## config.mk

```make
export PLATFORM = sky130hd
export DESIGN_NAME = sar_adc_conversion_control
export DESIGN_NICKNAME = d
export VERILOG_FILES = /design/src/logic/sar_adc_pkg.sv /design/src/logic/sar_adc_conversion_control.sv
export SDC_FILE = /design/constraint.sdc
export NUM_CORES = 1
export LEC_CHECK = 0
export ABC_AREA = 1
export ABC_CLOCK_PERIOD_IN_PS = 4300
export BUFFER_PORTS_ARGS = -buffer_cell sky130_fd_sc_hd__clkbuf_2
export CORE_UTILIZATION = 30
export DETAILED_ROUTE_END_ITERATION = 16
export GPL_TIMING_DRIVEN = 0
export MAX_ROUTING_LAYER = met4
export PLACE_DENSITY_LB_ADDON = 0.15
export SLEW_MARGIN = 15
export SYNTH_ARGS = -nofsm -noshare
export SYNTH_HDL_FRONTEND = slang
export SYNTH_SLANG_ARGS = --single-unit
```

## constraint.sdc

```tcl
create_clock -name clk -period 4.3 [get_ports clk]
set_input_delay 0.86 -clock clk [delete_from_list [all_inputs] [get_ports clk]]
set_output_delay 0.86 -clock clk [all_outputs]
set_load 0.03 [all_outputs]
```

## src/logic/sar_adc_pkg.sv

```systemverilog
package sar_adc_pkg;

  // ---------------------------------------------------------------
  // register map
  // ---------------------------------------------------------------
  localparam int ADDR_W = 2;
  localparam logic [ADDR_W-1:0] OFF_CTRL = 2'h0;
  localparam logic [ADDR_W-1:0] OFF_HIGH = 2'h1;
  localparam logic [ADDR_W-1:0] OFF_AUX = 2'h2;

  // converter_control fields
  localparam int B_RES1 = 7;
  localparam int B_RES0 = 6;
  localparam int B_EXT = 5;
  localparam int B_DONE = 4;
  localparam int B_START = 3;
  localparam int CHAN_W = 3;

  // auxiliary_control fields
  localparam int B_EIGHT = 7;
  localparam int B_KEEP = 6;

  // ---------------------------------------------------------------
  // conversion timing, in machine cycles
  // ---------------------------------------------------------------
  localparam int RES_W = 10;
  localparam int HIGH_LSB = 2;
  localparam int CONV10_CYC = 50;
  localparam int CONV8_CYC = 24;
  localparam logic [3:0] SAMP10 = 4'h8;
  localparam logic [3:0] SAMP8 = 4'h6;
  localparam logic [3:0] TRIAL10 = 4'h4;
  localparam logic [3:0] TRIAL8 = 4'h2;
  localparam logic [3:0] LAST10 = 4'h0;
  localparam logic [3:0] LAST8 = 4'h2;
  localparam logic [3:0] MSB_IDX = 4'h9;
  localparam logic [RES_W-1:0] SAR_MSB = 10'h200;

  // ---------------------------------------------------------------
  // state
  // ---------------------------------------------------------------
  typedef enum logic [1:0] {
    ST_IDLE,
    ST_INIT,
    ST_SAMPLE,
    ST_TRIAL
  } phase_e;

  typedef struct packed {
    phase_e phase;
    logic cmd;
    logic status;
    logic done;
    logic ext_en;
    logic [CHAN_W-1:0] chan;
    logic eight;
    logic keep;
    logic [RES_W-1:0] sar;
    logic [RES_W-1:0] res;
    logic [3:0] bit_idx;
    logic [3:0] cnt;
    logic comp;
    logic pin_prev;
    logic [7:0] rdata;
    logic power_on;
    logic sample_en;
  } state_s;

  localparam state_s STATE_RST = '0;

endpackage : sar_adc_pkg

```

## src/logic/sar_adc_conversion_control.sv

```systemverilog
// Operation
// - ten-bit result by successive approximation, eight inputs
// - eight-bit mode gives shorter conversion, high byte
// - ten-bit conversion lasts fifty cycles
// - eight-bit conversion lasts twenty-four cycles
// - keep-active bit decides power during idle
// - external enable low: software start only
// - external enable high: software or pin edge
// - pin edge seen at cycle end, start next
// - software start begins on following cycle
// - start is command flop plus status flag
// - two init cycles, status set after first
// - eight cycles (six in eight-bit mode) sample selected channel
// - trial bits from MSB, keep if input higher
// - four cycles per bit trial, two in eight-bit mode
// - done flag, high byte, two low bits
// - done set, status cleared after full count
// - low three control bits pick channel
// - starts during conversion are ignored
// - idle without keep-active bit, or power-down, aborts, result kept
// - hardware never clears done flag
// - software clears done, writing one ignored
`timescale 1ns/1ps
module sar_adc_conversion_control (
  // clock and reset
  input wire logic clk,
  input wire logic rst,
  input wire logic ce,
  // register port
  input wire logic [sar_adc_pkg::ADDR_W-1:0] addr,
  input wire logic [7:0] wr_data,
  input wire logic wr_en,
  input wire logic rd_en,
  output logic [7:0] rd_data,
  // power modes
  input wire logic idle_mode,
  input wire logic power_down,
  // analog front end
  input wire logic start_trigger_pin,
  input wire logic comp_gt,
  output logic [sar_adc_pkg::CHAN_W-1:0] chan_sel,
  output logic [sar_adc_pkg::RES_W-1:0] dac_code,
  output logic sample_en,
  output logic adc_power_on,
  // status
  output logic conversion_done,
  output logic converting
);

  sar_adc_pkg::state_s s_r;
  sar_adc_pkg::state_s s_nxt;
  logic off;
  logic rise;
  logic fin;
  logic wr_ctrl;
  logic [3:0] samp_len;
  logic [3:0] trial_len;
  logic [3:0] last_idx;
  logic [7:0] high_byte;
  logic [7:0] elapsed_r;

  // ---------------------------------------------------------------
  // next state
  // ---------------------------------------------------------------
  always_comb begin
    s_nxt = s_r;
    fin = 1'b0;
    off = power_down | (idle_mode & ~s_r.keep);
    rise = start_trigger_pin & ~s_r.pin_prev;
    wr_ctrl = wr_en && (addr == sar_adc_pkg::OFF_CTRL);
    samp_len = s_r.eight ? sar_adc_pkg::SAMP8 : sar_adc_pkg::SAMP10;
    trial_len = s_r.eight ? sar_adc_pkg::TRIAL8 : sar_adc_pkg::TRIAL10;
    last_idx = s_r.eight ? sar_adc_pkg::LAST8 : sar_adc_pkg::LAST10;
    s_nxt.pin_prev = start_trigger_pin;
    s_nxt.power_on = ~off;
    s_nxt.rdata = 8'h00;

    // register writes
    if (wr_ctrl) begin
      s_nxt.ext_en = wr_data[sar_adc_pkg::B_EXT];
      s_nxt.chan = wr_data[sar_adc_pkg::CHAN_W-1:0];
      if (!wr_data[sar_adc_pkg::B_DONE]) begin
        s_nxt.done = 1'b0;
      end
    end
    if (wr_en && (addr == sar_adc_pkg::OFF_AUX)) begin
      s_nxt.eight = wr_data[sar_adc_pkg::B_EIGHT];
      s_nxt.keep = wr_data[sar_adc_pkg::B_KEEP];
    end

    // start requests set the command flop only while idle
    if ((s_r.phase == sar_adc_pkg::ST_IDLE) && !s_r.cmd && !off) begin
      if (wr_ctrl && wr_data[sar_adc_pkg::B_START]) begin
        s_nxt.cmd = 1'b1;
      end
      if (s_r.ext_en && rise) begin
        s_nxt.cmd = 1'b1;
      end
    end

    // sequencer
    case (s_r.phase)
      sar_adc_pkg::ST_IDLE: begin
        if (s_r.cmd) begin
          s_nxt.cmd = 1'b0;
          s_nxt.status = 1'b1;
          s_nxt.phase = sar_adc_pkg::ST_INIT;
        end
      end
      sar_adc_pkg::ST_INIT: begin
        s_nxt.phase = sar_adc_pkg::ST_SAMPLE;
        s_nxt.sample_en = 1'b1;
        s_nxt.cnt = 4'h0;
      end
      sar_adc_pkg::ST_SAMPLE: begin
        if (s_r.cnt == samp_len - 4'h1) begin
          s_nxt.sample_en = 1'b0;
          s_nxt.phase = sar_adc_pkg::ST_TRIAL;
          s_nxt.sar = sar_adc_pkg::SAR_MSB;
          s_nxt.bit_idx = sar_adc_pkg::MSB_IDX;
          s_nxt.cnt = 4'h0;
        end else begin
          s_nxt.cnt = s_r.cnt + 4'h1;
        end
      end
      sar_adc_pkg::ST_TRIAL: begin
        if (s_r.cnt == trial_len - 4'h2) begin
          s_nxt.comp = comp_gt;
        end
        if (s_r.cnt == trial_len - 4'h1) begin
          s_nxt.cnt = 4'h0;
          if (!s_r.comp) begin
            s_nxt.sar[s_r.bit_idx] = 1'b0;
          end
          if (s_r.bit_idx == last_idx) begin
            fin = 1'b1;
            s_nxt.res = s_nxt.sar;
            s_nxt.done = 1'b1;
            s_nxt.status = 1'b0;
            s_nxt.phase = sar_adc_pkg::ST_IDLE;
          end else begin
            s_nxt.bit_idx = s_r.bit_idx - 4'h1;
            s_nxt.sar[s_r.bit_idx - 4'h1] = 1'b1;
          end
        end else begin
          s_nxt.cnt = s_r.cnt + 4'h1;
        end
      end
      default: begin
        s_nxt.phase = sar_adc_pkg::ST_IDLE;
      end
    endcase

    // power loss aborts; finished result and done flag stay
    if (off) begin
      fin = 1'b0;
      s_nxt.phase = sar_adc_pkg::ST_IDLE;
      s_nxt.cmd = 1'b0;
      s_nxt.status = 1'b0;
      s_nxt.sample_en = 1'b0;
      s_nxt.res = s_r.res;
      s_nxt.done = s_r.done & ~(wr_ctrl & ~wr_data[sar_adc_pkg::B_DONE]);
    end

    // register reads
    if (rd_en) begin
      case (addr)
        sar_adc_pkg::OFF_CTRL: begin
          s_nxt.rdata = {s_r.res[1], s_r.res[0], s_r.ext_en, s_r.done, s_r.status,
                         s_r.chan};
        end
        sar_adc_pkg::OFF_HIGH: begin
          s_nxt.rdata = s_r.res[sar_adc_pkg::RES_W-1:sar_adc_pkg::HIGH_LSB];
        end
        sar_adc_pkg::OFF_AUX: begin
          s_nxt.rdata = {s_r.eight, s_r.keep, 6'h00};
        end
        default: begin
          s_nxt.rdata = 8'h00;
        end
      endcase
    end
  end

  // ---------------------------------------------------------------
  // state register
  // ---------------------------------------------------------------
  always_ff @(posedge clk or posedge rst) begin
    if (rst) begin
      s_r <= sar_adc_pkg::STATE_RST;
    end else if (ce) begin
      s_r <= s_nxt;
    end
  end

  assign rd_data = s_r.rdata;
  assign chan_sel = s_r.chan;
  assign dac_code = s_r.sar;
  assign sample_en = s_r.sample_en;
  assign adc_power_on = s_r.power_on;
  assign conversion_done = s_r.done;
  assign converting = s_r.status;
  assign high_byte = s_r.res[sar_adc_pkg::RES_W-1:sar_adc_pkg::HIGH_LSB];

  // ---------------------------------------------------------------
  // checks
  // ---------------------------------------------------------------
  // cycles spent with the status flag up, for the length check
  always_ff @(posedge clk or posedge rst) begin
    if (rst) begin
      elapsed_r <= 8'h00;
    end else if (ce) begin
      if (!s_r.status) begin
        elapsed_r <= 8'h00;
      end else begin
        elapsed_r <= elapsed_r + 8'h01;
      end
    end
  end

  AST_START_INIT: assert property (@(posedge clk) disable iff (rst)
    ce && !off && s_r.cmd && (s_r.phase == sar_adc_pkg::ST_IDLE)
    |=> (s_r.phase == sar_adc_pkg::ST_INIT) && s_r.status && !s_r.cmd)
    else $error("start did not enter init");

  AST_INIT_SAMPLE: assert property (@(posedge clk) disable iff (rst)
    ce && !off && (s_r.phase == sar_adc_pkg::ST_INIT)
    |=> (s_r.phase == sar_adc_pkg::ST_SAMPLE) && sample_en)
    else $error("init did not lead to sampling");

  AST_LENGTH: assert property (@(posedge clk) disable iff (rst)
    ce && fin |-> elapsed_r == (s_r.eight ? 8'(sar_adc_pkg::CONV8_CYC - 2)
                                          : 8'(sar_adc_pkg::CONV10_CYC - 2)))
    else $error("conversion length wrong");

  AST_DONE_KEPT: assert property (@(posedge clk) disable iff (rst)
    s_r.done && !(ce && wr_ctrl && !wr_data[sar_adc_pkg::B_DONE]) |=> s_r.done)
    else $error("done flag cleared by hardware");

  AST_DONE_NO_SW_SET: assert property (@(posedge clk) disable iff (rst)
    ce && !s_r.done && !fin && wr_ctrl && wr_data[sar_adc_pkg::B_DONE] |=> !s_r.done)
    else $error("software set the done flag");

  AST_BUSY_IGNORE: assert property (@(posedge clk) disable iff (rst)
    ce && (s_r.phase != sar_adc_pkg::ST_IDLE) |=> !s_r.cmd)
    else $error("start accepted while busy");

  AST_EXT_EDGE: assert property (@(posedge clk) disable iff (rst)
    ce && !off && s_r.ext_en && rise && !s_r.cmd && (s_r.phase == sar_adc_pkg::ST_IDLE)
    |=> s_r.cmd ##1 (!ce || converting))
    else $error("pin edge not taken");

  AST_SW_ONLY: assert property (@(posedge clk) disable iff (rst)
    ce && !s_r.ext_en && !s_r.cmd && !(wr_ctrl && wr_data[sar_adc_pkg::B_START])
    |=> !s_r.cmd)
    else $error("start without software request");

  AST_ABORT: assert property (@(posedge clk) disable iff (rst)
    ce && off |=> (s_r.phase == sar_adc_pkg::ST_IDLE) && !converting && !adc_power_on)
    else $error("power loss did not abort");

  AST_MSB_FIRST: assert property (@(posedge clk) disable iff (rst)
    ce && !off && (s_r.phase == sar_adc_pkg::ST_SAMPLE) && (s_r.cnt == samp_len - 4'h1)
    |=> dac_code == sar_adc_pkg::SAR_MSB)
    else $error("approximation not started at msb");

  AST_READ_HIGH: assert property (@(posedge clk) disable iff (rst)
    ce && rd_en && (addr == sar_adc_pkg::OFF_HIGH) |=> rd_data == $past(high_byte))
    else $error("high byte read wrong");

  // ---------------------------------------------------------------
  // register port and sequencer detail checks
  // ---------------------------------------------------------------
  AST_READ_STATUS: assert property (@(posedge clk) disable iff (rst)
    ce && rd_en && (addr == sar_adc_pkg::OFF_CTRL)
    |=> rd_data[sar_adc_pkg::B_START] == $past(s_r.status))
    else $error("status bit read wrong");

  AST_READ_CHAN: assert property (@(posedge clk) disable iff (rst)
    ce && rd_en && (addr == sar_adc_pkg::OFF_CTRL)
    |=> rd_data[sar_adc_pkg::CHAN_W-1:0] == $past(chan_sel))
    else $error("channel field read wrong");

  AST_READ_LOW: assert property (@(posedge clk) disable iff (rst)
    ce && rd_en && (addr == sar_adc_pkg::OFF_CTRL)
    |=> rd_data[sar_adc_pkg::B_RES1:sar_adc_pkg::B_RES0] == $past(s_r.res[1:0]))
    else $error("low result bits read wrong");

  AST_READ_IDLE: assert property (@(posedge clk) disable iff (rst)
    ce && !rd_en
    |=> rd_data == 8'h00)
    else $error("read data stood too long");

  AST_CHAN_WRITE: assert property (@(posedge clk) disable iff (rst)
    ce && wr_ctrl
    |=> chan_sel == $past(wr_data[sar_adc_pkg::CHAN_W-1:0]))
    else $error("channel write lost");

  AST_EXT_WRITE: assert property (@(posedge clk) disable iff (rst)
    ce && wr_ctrl
    |=> s_r.ext_en == $past(wr_data[sar_adc_pkg::B_EXT]))
    else $error("external enable write lost");

  AST_AUX_WRITE: assert property (@(posedge clk) disable iff (rst)
    ce && wr_en && (addr == sar_adc_pkg::OFF_AUX)
    |=> s_r.eight == $past(wr_data[sar_adc_pkg::B_EIGHT]))
    else $error("auxiliary write lost");

  AST_SAMPLE_HOLD: assert property (@(posedge clk) disable iff (rst)
    ce && !off && (s_r.phase == sar_adc_pkg::ST_SAMPLE) && (s_r.cnt < samp_len - 4'h1)
    |=> sample_en)
    else $error("sampling ended early");

  AST_SAMPLE_OFF: assert property (@(posedge clk) disable iff (rst)
    ce && (s_r.phase == sar_adc_pkg::ST_TRIAL)
    |=> !sample_en)
    else $error("sampling during trials");

  AST_COMP_LATCH: assert property (@(posedge clk) disable iff (rst)
    ce && (s_r.phase == sar_adc_pkg::ST_TRIAL) && (s_r.cnt == trial_len - 4'h2)
    |=> s_r.comp == $past(comp_gt))
    else $error("comparator not registered");

  AST_TRIAL_DROP: assert property (@(posedge clk) disable iff (rst)
    ce && !off && (s_r.phase == sar_adc_pkg::ST_TRIAL) && (s_r.cnt == trial_len - 4'h1) && !s_r.comp
    |=> dac_code < $past(dac_code))
    else $error("rejected bit not cleared");

  AST_TRIAL_KEEP: assert property (@(posedge clk) disable iff (rst)
    ce && !off && (s_r.phase == sar_adc_pkg::ST_TRIAL) && (s_r.cnt == trial_len - 4'h1)
    && s_r.comp && (s_r.bit_idx != last_idx) |=> dac_code > $past(dac_code))
    else $error("kept bit lost or next bit not set");

  AST_DONE_RESULT: assert property (@(posedge clk) disable iff (rst)
    ce && fin
    |=> conversion_done && !converting)
    else $error("end of conversion not flagged");

  AST_NO_EARLY_DONE: assert property (@(posedge clk) disable iff (rst)
    ce && !fin && !s_r.done
    |=> !conversion_done)
    else $error("done flag set without a finished conversion");

  AST_STATUS_PHASE: assert property (@(posedge clk) disable iff (rst)
    converting == (s_r.phase != sar_adc_pkg::ST_IDLE))
    else $error("status flag does not track conversion");

  AST_POWER_ON: assert property (@(posedge clk) disable iff (rst)
    ce && !off
    |=> adc_power_on)
    else $error("converter off while allowed to run");

  AST_KEEP_IDLE: assert property (@(posedge clk) disable iff (rst)
    ce && idle_mode && s_r.keep && !power_down && converting && !fin
    |=> converting)
    else $error("conversion stopped in idle with keep set");

  AST_EIGHT_LOW: assert property (@(posedge clk) disable iff (rst)
    ce && fin && s_r.eight
    |=> dac_code[1:0] == 2'b00)
    else $error("eight-bit mode tested low bits");

  AST_OFF_NO_CMD: assert property (@(posedge clk) disable iff (rst)
    ce && off
    |=> !s_r.cmd)
    else $error("start kept while off");

  AST_RES_HOLD: assert property (@(posedge clk) disable iff (rst)
    ce && !fin
    |=> $stable(s_r.res))
    else $error("result changed without a finished conversion");

endmodule : sar_adc_conversion_control

```

-- Word level (Yosys, flattened, before mapping)
Index checks and enable logic that the tools add are counted.
- output and inout port bits: 25
- register bits: 51
- input port bits: 19
- reduce and logical (&&, ||, !) cells: 26
- add/subtract/negate cells: 5
- multiplexer cells: 42
- order comparisons: 4
- equality and inequality tests: 16
- bitwise gates (word level): 13
- operator list (kind ; count):
    $mux W10 ; 6
    $mux W24 ; 1
    $mux W4 ; 6
    $pmux W8 S3 ; 1
    $pmux W10 S2 ; 1
    $reduce_and A5 Y1 ; 4
    $eq A4 B4 Y1 ; 3
    $mux W2 ; 6
    $ne A3 B3 Y1 const B ; 4
    $pmux W4 S3 ; 1
    $and A10 B10 Y10 ; 1
    $lt A4 B5 Y1 const B ; 2
    $mux W1 ; 10
    $mux W5 ; 2
    $not A10 Y10 ; 1
    $or A10 B10 Y10 ; 1
    $reduce_bool A3 Y1 ; 3
    $demux W1 S4 ; 2
    $ge A4 B1 Y1 const B ; 2
    $logic_and A1 B1 Y1 ; 8
    $mux W8 ; 1
    $pmux W2 S4 ; 1
    $pmux W4 S2 ; 1
    $sub A4 B1 Y4 const B ; 2
    18 further kinds ; 36

-- Longest topological paths before layout
- depth in word-level cells: 13
- mapped depth: 11
- depth with buffers taken out: 11

-- Worst setup path before layout
OpenSTA, ideal clock, no wires.
- path type: input to register
- from: input port idle_mode
- to: register s_r, in the netlist high_byte[2]
- buffers on the path: 1
- setup time: 0.126 ns
- cell stages on the path: 7
- setup slack: 2.582 ns
- data arrival time: 1.592 ns
- path through: a21oi_4 > inv_2 > nor2_4 > nand4_4 > buf_6 > nand2_2 > o21ai_2
- longest elaborated chain between the ends: 4
- RTL lines (what ; RTL line ; source):
    start: declaration ; sar_adc_conversion_control.sv:36 ; input wire logic idle_mode,
    $and A1 B1 Y1 ; sar_adc_conversion_control.sv:68 ; off = power_down | (idle_mode & ~s_r.keep);
    $or A1 B1 Y1 ; sar_adc_conversion_control.sv:68 ;
    $not A1 Y1 (no source line) ; n/a ;
    $reduce_and A5 Y1 (no source line) ; n/a ;
    end signal: assignment ; sar_adc_conversion_control.sv:190 ; s_r <= sar_adc_pkg::STATE_RST;
    end signal: assignment ; sar_adc_conversion_control.sv:192 ; s_r <= s_nxt;
    end: declaration ; sar_adc_conversion_control.sv:50 ; sar_adc_pkg::state_s s_r;
No other way between the ends.
A chain may end at the register's enable or synchronous reset.

-- Final worst setup path
- from: register s_r, in the netlist dac_code[6]
- to: output port dac_code[6] (netlist name)
- RTL lines (what ; RTL line ; source):
    end: declaration ; sar_adc_conversion_control.sv:42 ; output logic [sar_adc_pkg::RES_W-1:0] dac_code,
No word-level cell between the ends.

==> results.sh <==
export IMPL_run_status="completed"
export IMPL_detailed_routing_iteration_count_for_the_pre_antenna_repair_pass=4
export IMPL_clkSinkCount=51
export IMPL_multiInputGateArea_sq_mm=0.00147
export IMPL_leakage_uw=0.00191
export IMPL_syn_cell_area_sq_mm=0.00313
export IMPL_via_count_of_the_first_global_routing_pass=2605
export IMPL_end_kind="output port"
export IMPL_worstPathMaxFanout=3
export IMPL_number_of_enable_flip_flop_cells_after_synthesis=0
export IMPL_arrival_ns=1.03
export IMPL_grt_first_pass_wirelength_mm=13.0
export IMPL_number_of_synthesized_register_bits=51
export IMPL_grt_ovfl_total=0
export IMPL_antenna_left=0
export IMPL_fin_crit_sh_pct=44.0
export IMPL_min_delay_path_class="flip-flop to flip-flop"
export IMPL_hpwl_mm=5.68
export IMPL_cts_inserted_buffers=5
export IMPL_ctsRootBufferMaster="clkbuf_8"
export IMPL_synth_yosys_warnings=0
export IMPL_finalHoldWorstSlack_ns=0.491
export IMPL_slew_headroom_pct=64.5
export IMPL_synth_async_sr_flop_share_pct=100
export IMPL_synth_top_cell_by_area="dfrtp_1"
export IMPL_post_route_minimum_period_ns=1.89
export IMPL_vdd_ir_drop_worst_v=0.000160
export IMPL_chipWidth_microns=104
export IMPL_share_of_the_yosys_chip_area_belonging_to_registers_pct=40.8
export IMPL_pin_count=44
export IMPL_post_route_cells_drive_above_1_share_pct=30.1
export IMPL_syn_mean_instance_area_sq_um=8.01
export IMPL_skew_ns=0.0150
export IMPL_finalNetCount=472
export IMPL_detail_route_iter0_violations=75
export IMPL_worstSetupStartpointType="flip-flop"
export IMPL_required_time_of_the_critical_path_ns=3.44
export IMPL_count_of_endpoints_failing_setup_in_the_final_report=0
export IMPL_final_seq_area_sq_mm=0.00128
export IMPL_drc_errors=0
export IMPL_setup_worst_path_class="flip-flop to output port"
export IMPL_total_number_of_h_tree_levels=2
export IMPL_synth_largest_type_area_fraction_pct=40.8
export IMPL_grt_max_degree=35
export IMPL_area_growth_pct=16.3
export IMPL_clkLatencyLatePin_ns=0.31
export IMPL_core_rowCount=36
export IMPL_report_final_hold_viol_count=0
export IMPL_initial_antenna_violation_count=0
export IMPL_tightest_slew_ns=0.526
export IMPL_route_detailed_vias_per_inst=4.54
export IMPL_starting_density_pct=31.5
export IMPL_timing_max_transition_violations_final=0
export IMPL_track_usage_pct=15.3
export IMPL_die_height_microns=104
export IMPL_timing_setup_tns_ns=0
export IMPL_cts_hold_fix_buffers=0
export IMPL_ys_types=32
export IMPL_detailroute_via_count=2610
export IMPL_port_buffers=42
export IMPL_postSynthCellCount=391
export IMPL_cts_tree="yes"
export IMPL_antenna_cells_inserted=0
export IMPL_rsz0062_at_grt="false"
export IMPL_post_cts_resized_instances=0
export IMPL_post_layout_total_power_uw=1520
export IMPL_routed_wl_mm=7.15
export IMPL_power_density_mw_per_mm2=417
export IMPL_clock_tree_buffer_depth=2
export IMPL_worst_path_clk_slew_ns=0.10
export IMPL_fillers=1059
export IMPL_place_congestion=0.863
export IMPL_floorplan_die_area_sq_mm=0.0109
export IMPL_routedWlPerCell_microns=12.4
export IMPL_post_cts_setup_buffer_count=0
export IMPL_drv_max_cap_violation_count=0
export IMPL_syn_num_nets=422
export IMPL_ys_flop_type="dfrtp_1"
export IMPL_max_clock_freq_mhz=528
export IMPL_core_sq_mm=0.00995
export IMPL_dominant_cells_by_area_after_synthesis="dfrtp_1 (41%), nand2_1 (14%), buf_4 (5.0%)"
layout by cell type (no fill, tap or decap), drive strengths merged:
cell,instances
nor3,1
bufinv,1
inv,42
dfrtp,51
a31oi,1
xnor2,1
clkbuf,51
xor2,2
nand4,6
a21oi,9
a22oi,2
nand2,135
buf,26
clkinvlp,1
ha,12
nand3,30
a22o,2
o21ai,43
nor2,26
stage by stage:
stage | cell area, sq um | cells | setup WS [ns] | utilization, %
finish | 3640 | 575 | 2.41 | 36.6
global route | 3640 | 575 | 2.20 | 36.6
CTS | 3640 | 575 | 2.38 | 36.6
detailed placement | 3530 | 567 | 2.24 | 35.4
global placement | 3510 | 566 | 1.42 | 35.2
floorplan | 3130 | 391 | 2.21 | -
state kept, by name (all words and copies together) (netlist names):
name	flops
sample_en	1
converting	1
chan_sel	3
dac_code	10
s_r	18
adc_power_on	1
rd_data	8
conversion_done	1
high_byte	8
final cells by class:
type                       count  share of cell area, %
sequential                    51                   35.0
timing repair buffer          43                   6.32
tap                          133                   4.57
inverter                      41                   4.43
clock inverter                 3                   1.27
clock buffer                   5                   1.89
buffer                        29                   6.25
multi-input combinational    270                   40.2
synthesized netlist by cell type (3+ instances only):
cell / count
nand3_1: 29
nand4_1: 4
nand2_2: 16
clkbuf_1: 3
nor2_4: 5
ha_1: 12
nand2_1: 116
nor2_2: 3
nand2_4: 3
buf_6: 4
a21oi_1: 7
buf_4: 21
inv_2: 9
inv_1: 30
nor2_1: 18
o21ai_2: 12
dfrtp_1: 51
o21ai_0: 31
layer usage:
metal / share of wire, % / track usage, %
met1: 48 / 20.0
met2: 48 / 24.2
met3: 3.4 / 2.63
met4: 1.3 / 4.39
met5: 0 / -
path summary, 6_finish.rpt:
| kind | to | slack, ns | cells after the start | start |
|---|---|---|---|---|
| min in group asynchronous | s_r[48] | 0.51 | 2 | rst |
| max in group asynchronous | s_r[50] | 3.25 | 3 | rst |
| worst min-delay path | rd_data[0] | 0.49 | 2 | rd_data[0] |
| worst max register to register | dac_code[8] | 2.43 | 7 | s_r[16] |
| worst min register to register | rd_data[0] | 0.49 | 2 | rd_data[0] |
| worst max-delay path | dac_code[6] | 2.41 | 2 | dac_code[6] |
logic make-up after synthesis:
kind of cell,after synthesis,synth area share (%)
AO/OA/AOI/OAI,57,11.5
XOR/XNOR,3,0.839
adder cells (fa/ha/maj),12,4.79
buffers and inverters,70,12.4
flip-flops,51,40.8
AND/OR/NAND/NOR,198,29.7
power by group:
group / internal (uW) / total [uW] / switching, uW
Clock: 176 / 346 / 170
Sequential: 542 / 608 / 66.2
Combinational: 191 / 566 / 375
Total: 909 / 1520 / 612
worst max-delay path: stages, from the launching register on:
cell and delay, ns:
dfrtp_1 0.42, buf_4 0.14, clkbuf_2 0.17
Note: power is estimated with default switching activity, not from simulation.
